[src/hw/smpc_pkg.sv]
// Package with register map, field positions and reset values of the sleep controller
package smpc_pkg;
    localparam logic [11:0] ADDR_CLKEN    = 12'h008;
    localparam logic [11:0] ADDR_CTRL     = 12'h010;
    localparam logic [11:0] ADDR_STATUS   = 12'h014;
    localparam logic [11:0] ADDR_WAKESRC  = 12'h018;
    localparam logic [11:0] ADDR_WAKEEN   = 12'h01c;

    localparam int CLKEN_XTAL_BIT = 0;
    localparam int CLKEN_RC_BIT   = 1;
    localparam logic [1:0] CLKEN_RESET = 2'h2;

    localparam int CTRL_WAKECORE_BIT = 0;

    localparam int NUM_WAKE = 9;
    localparam int WK_GPIO  = 0;
    localparam int WK_SER1  = 1;
    localparam int WK_SER2  = 2;
    localparam int WK_IRQ   = 3;
    localparam int WK_DBG   = 4;
    localparam int WK_SYS   = 5;
    localparam int WK_CMPA  = 6;
    localparam int WK_CMPB  = 7;
    localparam int WK_WRAP  = 8;
    localparam int WK_CORE  = 9;
    localparam int NUM_SRC  = 10;
    localparam logic [NUM_SRC-1:0] WAKEEN_RESET = 10'h3ff;

    localparam int GPIO_W = 24;
    localparam int RESET_HOLD = 4;
    localparam logic [2:0] RESET_HOLD_CNT = 3'h4;

    typedef enum logic [2:0] {
        PS_RUN, PS_IDLE, PS_PRE, PS_DS0, PS_DS1, PS_DS2, PS_WAKE
    } smpc_state_e;
endpackage

[src/hw/smpc_top.sv]
// Sleep mode power controller: state machine, wake recording and APB registers
// Summary of operation
// - Clock enable bit 1 keeps the low-frequency RC oscillator on in deep sleep.
// - Clock enable bit 0 turns on the low-frequency crystal oscillator.
// - Idle sleep halts CPU until an interrupt; nothing unpowered or reset.
// - Deep sleep 1 powers down the core domain; sleep timer stays active.
// - Deep sleep 2 is deep sleep 1 without the sleep timer wakes unless the crystal is on.
// - Deep sleep 0 keeps core powered, resets peripherals except debug parts.
// - Deep sleep 1 and 2 wake on pin changes or debug power-up requests.
// - Sleep timer compare A, B and wrap wake from deep sleep 0 and 1, and from deep sleep 2 with the crystal on.
// - Core wake register write wakes only from deep sleep 0.
// - Wake sources are recorded always, several at once.
// - WFI enters idle sleep, or deep sleep when the deep flag is set.
// - Deep sleep request waits in pre-deep-sleep until system power request clears.
// - Waking from deep sleep runs a processor reset cycle first.
// - Without RC oscillator, timers wake from deep sleep 2 only on crystal.
// - Waking from deep sleep 2 re-enables the RC oscillator.
// - With debug power request set, only deep sleep 0 is entered.
// - Both debug requests must clear before deep sleep 1 or 2.
// - Debug accesses stall while the chip is in deep sleep 1 or 2.
// - Internal regulators are disabled in deep sleep 1 and 2.
// - Open-drain regulator pin driven low in deep sleep 1 and 2, released otherwise.
`timescale 1ns/1ps
module smpc_top
    import smpc_pkg::*;
(
    input  wire logic                    i_clk,         // 50 MHz clock
    input  wire logic                    i_resetn,      // Async reset, low
    input  wire logic                    i_psel,        // APB select
    input  wire logic                    i_penable,     // APB enable
    input  wire logic                    i_pwrite,      // APB write
    input  wire logic [11:0]             i_paddr,       // APB byte address
    input  wire logic [31:0]             i_pwdata,      // APB write data
    output logic      [31:0]             o_prdata,      // APB read data
    output logic                         o_pready,      // APB ready
    output logic                         o_pslverr,     // APB error
    input  wire logic                    i_wfi,         // CPU executes WFI
    input  wire logic                    i_sleepdeep,   // Deep flag of control reg
    input  wire logic                    i_irq,         // Any pending interrupt
    input  wire logic [GPIO_W-1:0]       i_gpio,        // GPIO pins (async)
    input  wire logic                    i_serial1_wake_pin, // Serial 1 wake
    input  wire logic                    i_serial2_wake_pin, // Serial 2 wake
    input  wire logic                    i_sel_pin_irq, // Selectable pin irq
    input  wire logic                    i_cdbgpwrupreq, // Debug power request
    input  wire logic                    i_csyspwrupreq, // System power request
    input  wire logic                    i_tmr_cmpa,    // Timer compare A pulse
    input  wire logic                    i_tmr_cmpb,    // Timer compare B pulse
    input  wire logic                    i_tmr_wrap,    // Timer wrap pulse
    output logic                         o_cpu_halt,    // Halt CPU (idle)
    output logic                         o_core_pwr_en, // Core domain power
    output logic                         o_periph_rst,  // Hold peripherals reset
    output logic                         o_cpu_rst,     // Processor reset
    output logic                         o_rc_en,       // RC oscillator enable
    output logic                         o_xtal_en,     // Crystal enable
    output logic                         o_vreg_en,     // Internal regulators
    output logic                         o_regen_o,     // Reg pin output level
    output logic                         o_regen_oe,    // Reg pin enable, low
    output logic                         o_dbg_stall    // Hold off debugger
);
    import smpc_pkg::*;

    smpc_state_e                 state_r;
    logic [1:0]                  clken_r;
    logic                        wakecore_r;
    logic [NUM_SRC-1:0]          wake_rec_r;
    logic [NUM_SRC-1:0]          wake_en_r;
    logic [2:0]                  rst_cnt_r;
    logic                        from_ds2_r;
    logic [GPIO_W+3:0]           pin_s1_r;
    logic [GPIO_W+3:0]           pin_s2_r;
    logic [GPIO_W+3:0]           pin_s3_r;
    logic [1:0]                  dbg_s1_r;
    logic [1:0]                  dbg_s2_r;
    logic [1:0]                  dbg_s3_r;
    logic [NUM_SRC-1:0]          ev;
    logic [NUM_SRC-1:0]          valid_msk;
    logic                        wake_hit;
    logic                        wr;
    logic                        rd;
    logic [GPIO_W+3:0]           pin_chg;
    logic                        dbg_req;
    logic                        sys_req;
    logic                        deep_now;

    // Three-stage synchronisers; a pin change counts while stage 2 and 3 differ, a debug request only on its rise
    always_ff @(posedge i_clk or negedge i_resetn) begin
        if (!i_resetn) begin
            pin_s1_r <= '0;
            pin_s2_r <= '0;
            pin_s3_r <= '0;
            dbg_s1_r <= 2'h0;
            dbg_s2_r <= 2'h0;
            dbg_s3_r <= 2'h0;
        end else begin
            pin_s1_r <= {i_sel_pin_irq, i_serial2_wake_pin,
                         i_serial1_wake_pin, 1'b0, i_gpio};
            pin_s2_r <= pin_s1_r;
            pin_s3_r <= pin_s2_r;
            dbg_s1_r <= {i_csyspwrupreq, i_cdbgpwrupreq};
            dbg_s2_r <= dbg_s1_r;
            dbg_s3_r <= dbg_s2_r;
        end
    end

    assign pin_chg = pin_s2_r ^ pin_s3_r;
    assign dbg_req = dbg_s3_r[0];
    assign sys_req = dbg_s3_r[1];

    // Core domain is really unpowered only in deep sleep 1 and 2
    assign deep_now = state_r == PS_DS1 || state_r == PS_DS2;

    // Events seen every cycle, whatever the state
    always_comb begin
        ev = '0;
        ev[WK_GPIO] = |pin_chg[GPIO_W-1:0];
        ev[WK_SER1] = pin_chg[GPIO_W+1];
        ev[WK_SER2] = pin_chg[GPIO_W+2];
        ev[WK_IRQ]  = pin_chg[GPIO_W+3];
        ev[WK_DBG]  = dbg_s2_r[0] & ~dbg_s3_r[0];
        ev[WK_SYS]  = dbg_s2_r[1] & ~dbg_s3_r[1];
        ev[WK_CMPA] = i_tmr_cmpa;
        ev[WK_CMPB] = i_tmr_cmpb;
        ev[WK_WRAP] = i_tmr_wrap;
        ev[WK_CORE] = wakecore_r;
    end

    // Which sources may wake from the present state
    // Outside the deep states nothing wakes, but everything is still recorded
    always_comb begin
        valid_msk = '0;
        case (state_r)
            PS_DS1: valid_msk = 10'h1ff;
            // Timer wakes only survive when the crystal keeps timing
            PS_DS2: valid_msk = clken_r[CLKEN_XTAL_BIT] ?
                                10'h1ff : 10'h03f;
            PS_DS0: valid_msk = 10'h3ff;
            default: valid_msk = '0;
        endcase
    end

    assign wake_hit = |(ev & valid_msk & wake_en_r);

    assign wr = i_psel & i_penable & i_pwrite;
    assign rd = i_psel & ~i_penable & ~i_pwrite;

    // Power state machine
    // Idle is left on any interrupt; the deep states only on a wake hit
    always_ff @(posedge i_clk or negedge i_resetn) begin
        if (!i_resetn) begin
            state_r    <= PS_RUN;
            rst_cnt_r  <= 3'h0;
            from_ds2_r <= 1'b0;
        end else begin
            case (state_r)
                PS_RUN: begin
                    // A pending interrupt turns an idle request into a no-op
                    if (i_wfi && !i_sleepdeep && !i_irq) begin
                        state_r <= PS_IDLE;
                    end else if (i_wfi && i_sleepdeep) begin
                        state_r <= PS_PRE;
                    end
                end
                PS_IDLE: begin
                    if (i_irq) begin
                        state_r <= PS_RUN;
                    end
                end
                PS_PRE: begin
                    // Nothing is gated while the debugger still wants
                    // memory; the debug request seen at release decides
                    if (!sys_req) begin
                        if (dbg_req) begin
                            state_r <= PS_DS0;
                        end else if (clken_r[CLKEN_RC_BIT]) begin
                            state_r <= PS_DS1;
                        end else begin
                            state_r <= PS_DS2;
                        end
                    end
                end
                PS_DS0, PS_DS1, PS_DS2: begin
                    if (wake_hit) begin
                        from_ds2_r <= (state_r == PS_DS2);
                        rst_cnt_r  <= RESET_HOLD_CNT;
                        state_r    <= PS_WAKE;
                    end
                end
                PS_WAKE: begin
                    // Reset is held one cycle longer than the count value
                    if (rst_cnt_r == 3'h0) begin
                        state_r <= PS_RUN;
                    end else begin
                        rst_cnt_r <= rst_cnt_r - 3'h1;
                    end
                end
                default: state_r <= PS_RUN;
            endcase
        end
    end

    // Wake record: set wins over a software clear
    always_ff @(posedge i_clk or negedge i_resetn) begin
        if (!i_resetn) begin
            wake_rec_r <= '0;
        end else begin
            if (wr && i_paddr == ADDR_WAKESRC) begin
                wake_rec_r <= (wake_rec_r & ~i_pwdata[NUM_SRC-1:0]) | ev;
            end else begin
                wake_rec_r <= wake_rec_r | ev;
            end
        end
    end

    // Clock source enables; a software write wins over the wake restore
    always_ff @(posedge i_clk or negedge i_resetn) begin
        if (!i_resetn) begin
            clken_r <= CLKEN_RESET;
        end else if (wr && i_paddr == ADDR_CLKEN) begin
            clken_r <= i_pwdata[1:0];
        end else if (state_r == PS_WAKE && from_ds2_r) begin
            clken_r[CLKEN_RC_BIT] <= 1'b1;
        end
    end

    // Wake source enables
    always_ff @(posedge i_clk or negedge i_resetn) begin
        if (!i_resetn) begin
            wake_en_r <= WAKEEN_RESET;
        end else if (wr && i_paddr == ADDR_WAKEEN) begin
            wake_en_r <= i_pwdata[NUM_SRC-1:0];
        end
    end

    // Core wake request: a one-cycle pulse, so it cannot wake twice
    always_ff @(posedge i_clk or negedge i_resetn) begin
        if (!i_resetn) begin
            wakecore_r <= 1'b0;
        end else begin
            wakecore_r <= wr && i_paddr == ADDR_CTRL &&
                          i_pwdata[CTRL_WAKECORE_BIT];
        end
    end

    // APB slave: setup cycle latches the read data, access ends in one cycle
    always_ff @(posedge i_clk or negedge i_resetn) begin
        if (!i_resetn) begin
            o_prdata  <= 32'h0;
            o_pready  <= 1'b0;
            o_pslverr <= 1'b0;
        end else begin
            o_pready  <= i_psel & ~i_penable;
            o_pslverr <= 1'b0;
            if (i_psel && !i_penable) begin
                o_prdata <= 32'h0;
                case (i_paddr)
                    ADDR_CLKEN:   o_prdata <= {30'h0, clken_r};
                    ADDR_CTRL:    o_prdata <= 32'h0;
                    ADDR_STATUS:  o_prdata <= {29'h0, state_r};
                    ADDR_WAKESRC: o_prdata <= {22'h0, wake_rec_r};
                    ADDR_WAKEEN:  o_prdata <= {22'h0, wake_en_r};
                    default:      o_pslverr <= 1'b0;
                endcase
                if (!rd) begin
                    o_prdata <= 32'h0;
                end
                o_pslverr <= !(i_paddr == ADDR_CLKEN ||
                               i_paddr == ADDR_CTRL ||
                               i_paddr == ADDR_STATUS ||
                               i_paddr == ADDR_WAKESRC ||
                               i_paddr == ADDR_WAKEEN);
            end
        end
    end

    // Power and reset outputs, registered from the state, one per concern
    // Core halted in every state but running
    always_ff @(posedge i_clk or negedge i_resetn) begin
        if (!i_resetn) begin
            o_cpu_halt <= 1'b0;
        end else begin
            o_cpu_halt <= state_r != PS_RUN;
        end
    end

    // Core domain power; deep sleep 0 keeps it on for the debugger
    always_ff @(posedge i_clk or negedge i_resetn) begin
        if (!i_resetn) begin
            o_core_pwr_en <= 1'b1;
        end else begin
            o_core_pwr_en <= !deep_now;
        end
    end

    // Peripherals stay in reset through the wake reset cycle too
    always_ff @(posedge i_clk or negedge i_resetn) begin
        if (!i_resetn) begin
            o_periph_rst <= 1'b0;
        end else begin
            o_periph_rst <= state_r == PS_DS0 ||
                            state_r == PS_WAKE;
        end
    end

    // Processor reset cycle on the way back from any deep state
    always_ff @(posedge i_clk or negedge i_resetn) begin
        if (!i_resetn) begin
            o_cpu_rst <= 1'b0;
        end else begin
            o_cpu_rst <= state_r == PS_WAKE;
        end
    end

    // RC oscillator only stops in deep sleep 2 with its bit clear
    always_ff @(posedge i_clk or negedge i_resetn) begin
        if (!i_resetn) begin
            o_rc_en <= 1'b1;
        end else begin
            o_rc_en <= state_r != PS_DS2 ||
                       clken_r[CLKEN_RC_BIT];
        end
    end

    // Crystal follows its enable bit in every state
    always_ff @(posedge i_clk or negedge i_resetn) begin
        if (!i_resetn) begin
            o_xtal_en <= 1'b0;
        end else begin
            o_xtal_en <= clken_r[CLKEN_XTAL_BIT];
        end
    end

    // Internal regulators off whenever the core domain is off
    always_ff @(posedge i_clk or negedge i_resetn) begin
        if (!i_resetn) begin
            o_vreg_en <= 1'b1;
        end else begin
            o_vreg_en <= !deep_now;
        end
    end

    // Open-drain pin: level is always low, the enable alone decides
    always_ff @(posedge i_clk or negedge i_resetn) begin
        if (!i_resetn) begin
            o_regen_o <= 1'b0;
        end else begin
            o_regen_o <= 1'b0;
        end
    end

    // Driven low in deep sleep 1 and 2; released so the pull-up asks for supply
    always_ff @(posedge i_clk or negedge i_resetn) begin
        if (!i_resetn) begin
            o_regen_oe <= 1'b1;
        end else begin
            o_regen_oe <= !deep_now;
        end
    end

    // Debugger held off until the core is powered and out of reset
    always_ff @(posedge i_clk or negedge i_resetn) begin
        if (!i_resetn) begin
            o_dbg_stall <= 1'b0;
        end else begin
            o_dbg_stall <= deep_now || state_r == PS_WAKE;
        end
    end

endmodule // smpc_top

[config.mk]
export PLATFORM = sky130hd
export DESIGN_NAME = smpc_top
export DESIGN_NICKNAME = d
export VERILOG_FILES = /design/src/hw/smpc_pkg.sv /design/src/hw/smpc_top.sv
export SDC_FILE = /design/constraint.sdc
export NUM_CORES = 1
export LEC_CHECK = 0
export ABC_AREA = 1
export BUFFER_PORTS_ARGS = -buffer_cell sky130_fd_sc_hd__clkbuf_2
export CAP_MARGIN = 25
export CORE_AREA = 2 2 178 93
export CTS_BUF_LIST = sky130_fd_sc_hd__clkbuf_4 sky130_fd_sc_hd__clkbuf_8
export DETAILED_ROUTE_END_ITERATION = 8
export DIE_AREA = 0 0 180 95
export HOLD_SLACK_MARGIN = 0.1
export PLACE_DENSITY = 0.56
export SYNTH_ARGS = -nofsm -noshare
export SYNTH_HDL_FRONTEND = slang
export SYNTH_SLANG_ARGS = --single-unit
export TNS_END_PERCENT = 10
[constraint.sdc]
create_clock -name i_clk -period 1.6 [get_ports i_clk]
set_clock_uncertainty 0.15 [all_clocks]
set_input_delay 0.32 -clock i_clk [delete_from_list [all_inputs] [get_ports i_clk]]
set_output_delay 0.32 -clock i_clk [all_outputs]
set_load 0.01 [all_outputs]
==> run metrics <==
critical path startpoint rst_cnt_r[1]; 1st-iter DRT viols 159; Ys Warns 0; final slew viol count 0; vias post-DR roughly 3900; Setup crit end kind flip-flop; DPL Wire Length about 8500 microns; area taken by multi-input logic gates between 1000 and 1500 sq um; vias in the first global route 3867; Worst-Skew Late Latency about 0.43 ns; Nets roughly 790; Routed Antenna Nets 0; maximum net fanout on the critical path 4; drt wl/cell 12.5 microns; Setup Total Neg Slack -0.938 ns; # DRC 0; Die ar. 17100 sq um; GR Util All Layers 0.149; largest net degree at the start of global routing 63; DR vias/cell about 4.2; mapped cell area approximately 5300 sq um; CP required between 1.5 and 2 ns; Max-cap violations 0; worst reg2reg path startpoint rst_cnt_r[1]; drt pass-1 iters 4; register area 3420 sq um; Pwr Density 1150 nW/um^2; Post-synth EDFFs 0; CP max stage delay ~0.4 ns; Starting Density 0.337; chip height 95 microns; Tot Pwr 8230 uW; status complete, but fails checks; RSZ-0062 raised after global routing yes; Routed Wire Length 11600 microns; fillers 1476; static leakage 0.00362 uW; post-layout min period 1.75 ns; initial antenna violation count 0; clk root buf clkbuf_8; FP Rows 33; flops & latches, synth around 140; Worst Hold Launch i_sleepdeep; Avg Synthesized Cell Area just over 10 sq um; Buffers on Ports 82; final setup vio count 8; FMAX 0.572 GHz; Synth Flop Type dfrtp_1; CP Class flip-flop to flip-flop; layout cells sized above 1 0.276; post-synth top area share 0.580; synth top area cells dfrtp_1 (58%), nand2_1 (8.8%), dfstp_2 (6.4%), inv_1 (5.4%), buf_4 (3.5%); cell taking the most area after synthesis dfrtp_1; post-synthesis cell count 525; startpoint types flip-flop; GR Overflow Total 0; violated checks setup timing; area delta synth->final 34.4%; fraction of registers with async set/reset 1.00; final hold vios 0; VDD IR max around 0.0005 V; # diodes 0; clk buf depth 2; Crit-path slowest cell dfrtp_1; final worst path period share 1.09; H-tree Lvls 4; CTS tree built; GP Congestion ~0.76; setup slack after layout -0.150 ns; most numerous cell in the Yosys netlist nand2_1; WP data arrival 1.92 ns; clk sinks 136; synth unique cells 36; post-synthesis sequential area ratio 0.645; global-route wire length before repair between 15000 and 20000 microns; Commonest cells post-synth nand2_1 (124), dfrtp_1 (123), inv_1 (77); CTS clk-pin slew, worst paths 0.08 ns; CTS buffer count 17; CP Cell Sequence inv_1, ha_1, ha_1, nor2_4, nor4_4, nand2_2, nand2_1, nand2_1; Core Box Area 15700 sq um; Die W 180 microns; HP Class input port to flip-flop; Ports about 130
==> cell usage in the layout (no fill, tap or decap), types with 2 or more instances in the layout <==
cell type | Yosys | layout
dlygate4sd3_1 | 0 | 46
dfrtp_1 | 123 | 123
o21ai_0 | 35 | 35
conb_1 | 1 | 23
nand3_1 | 17 | 16
o211ai_1 | 3 | 3
inv_2 | 7 | 7
or2_2 | 2 | 2
buf_2 | 0 | 3
ha_1 | 2 | 2
dfstp_2 | 13 | 13
inv_6 | 0 | 3
mux2_2 | 2 | 2
nand4_1 | 3 | 3
nor2_1 | 47 | 44
a22o_1 | 7 | 7
nor4_1 | 5 | 5
clkbuf_2 | 0 | 78
nand2_1 | 124 | 121
buf_4 | 25 | 36
inv_1 | 77 | 77
a21oi_1 | 3 | 3
nor3_1 | 5 | 5
clkbuf_8 | 0 | 19
clkinv_4 | 0 | 3
nand2_2 | 3 | 6
xor2_1 | 4 | 4
bufinv_16 | 0 | 3
clkinv_2 | 0 | 2
buf_12 | 0 | 4
nor2_2 | 0 | 2
o21ai_2 | 2 | 2
clkinvlp_4 | 0 | 2
nor2_4 | 2 | 3
==> cell type report <==
class,count,share of cell area
Sequential cell,136,0.480
Multi-Input combinational cell,299,0.206
Timing Repair Buffer,168,0.172
Inverter,85,0.0448
Tap cell,210,0.0369
Clock buffer,19,0.0367
Clock inverter,13,0.0235
==> through the flow <==
step           hold WS, ns  instances   util  worst slack (ns)  cell area (sq um)
6_report             0.134        930  0.453            -0.150               7130
5_1_grt              0.145        930  0.453            -0.333               7130
4_1_cts              0.110        930  0.453            -0.161               7120
3_5_place_dp        0.0702        848  0.393            -0.231               6180
3_3_place_gp        0.0648        848  0.393            -0.180               6180
2_1_floorplan       -0.126        547      -           0.00539               5390
==> timing repair <==
item / 4_1_cts / 5_1_grt
cloned: 0 / 0
hold buffers: 46 / 0
hold endpoints to repair: 179 / 0
setup buffers: 4 / 0
pin swaps: 6 / 1
gates resized for setup: 6 / 5
endpoints found under the setup margin: 10 / 11
==> critical path: cells and delay by family (launching register included) <==
| family | cells | cell delay (ns) |
|---|---|---|
| simple gates | 5 | 0.67 |
| fa+ha+maj | 2 | 0.36 |
| buf+inv | 1 | 0.07 |
| flops | 1 | 0.41 |
==> per-layer routing <==
layer / global-route usage / part of all wire
met1: 0.212 / 0.52
met2: 0.220 / 0.42
met3: 0.0405 / 0.046
met4: 0.0522 / 0.012
met5: 0 / 0
==> cells by family (layout without fill, tap and decap cells) <==
kind of cell,Yosys count,after routing,synth area share
adder cells (fa/ha/maj),2,2,0.00472
AO/OA/AOI/OAI,52,52,0.0592
flip-flops,136,136,0.645
other,1,23,0.000707
multiplexers,2,2,0.00424
XOR/XNOR,5,5,0.00825
buffers and inverters,112,285,0.0983
AND/OR/NAND/NOR,215,215,0.180
==> report_power, final <==
part | switching, uW | internal [uW]
clock | 1360 | 1640
sequential | 130 | 3680
combinational | 818 | 606
==> registers in the layout, indices dropped and copies added (netlist names), 3 cells and up <==
signal,count
o_prdata,10
pin_s1_r,27
pin_s2_r,27
pin_s3_r,27
rst_cnt_r,3
state_r,3
wake_en_r,10
wake_rec_r,10
==> final timing paths <==
check                      depth (start not counted)            to  slack [ns]
max                                                8    state_r[1]       -0.15
min                                                6    state_r[0]        0.13
max reg2reg                                        8    state_r[1]       -0.15
min reg2reg                                        0  pin_s2_r[13]        0.19
max in group asynchronous                          3  pin_s2_r[12]        0.52
min in group asynchronous                          2  pin_s1_r[25]        0.17
(Power assumes the default switching activity.)
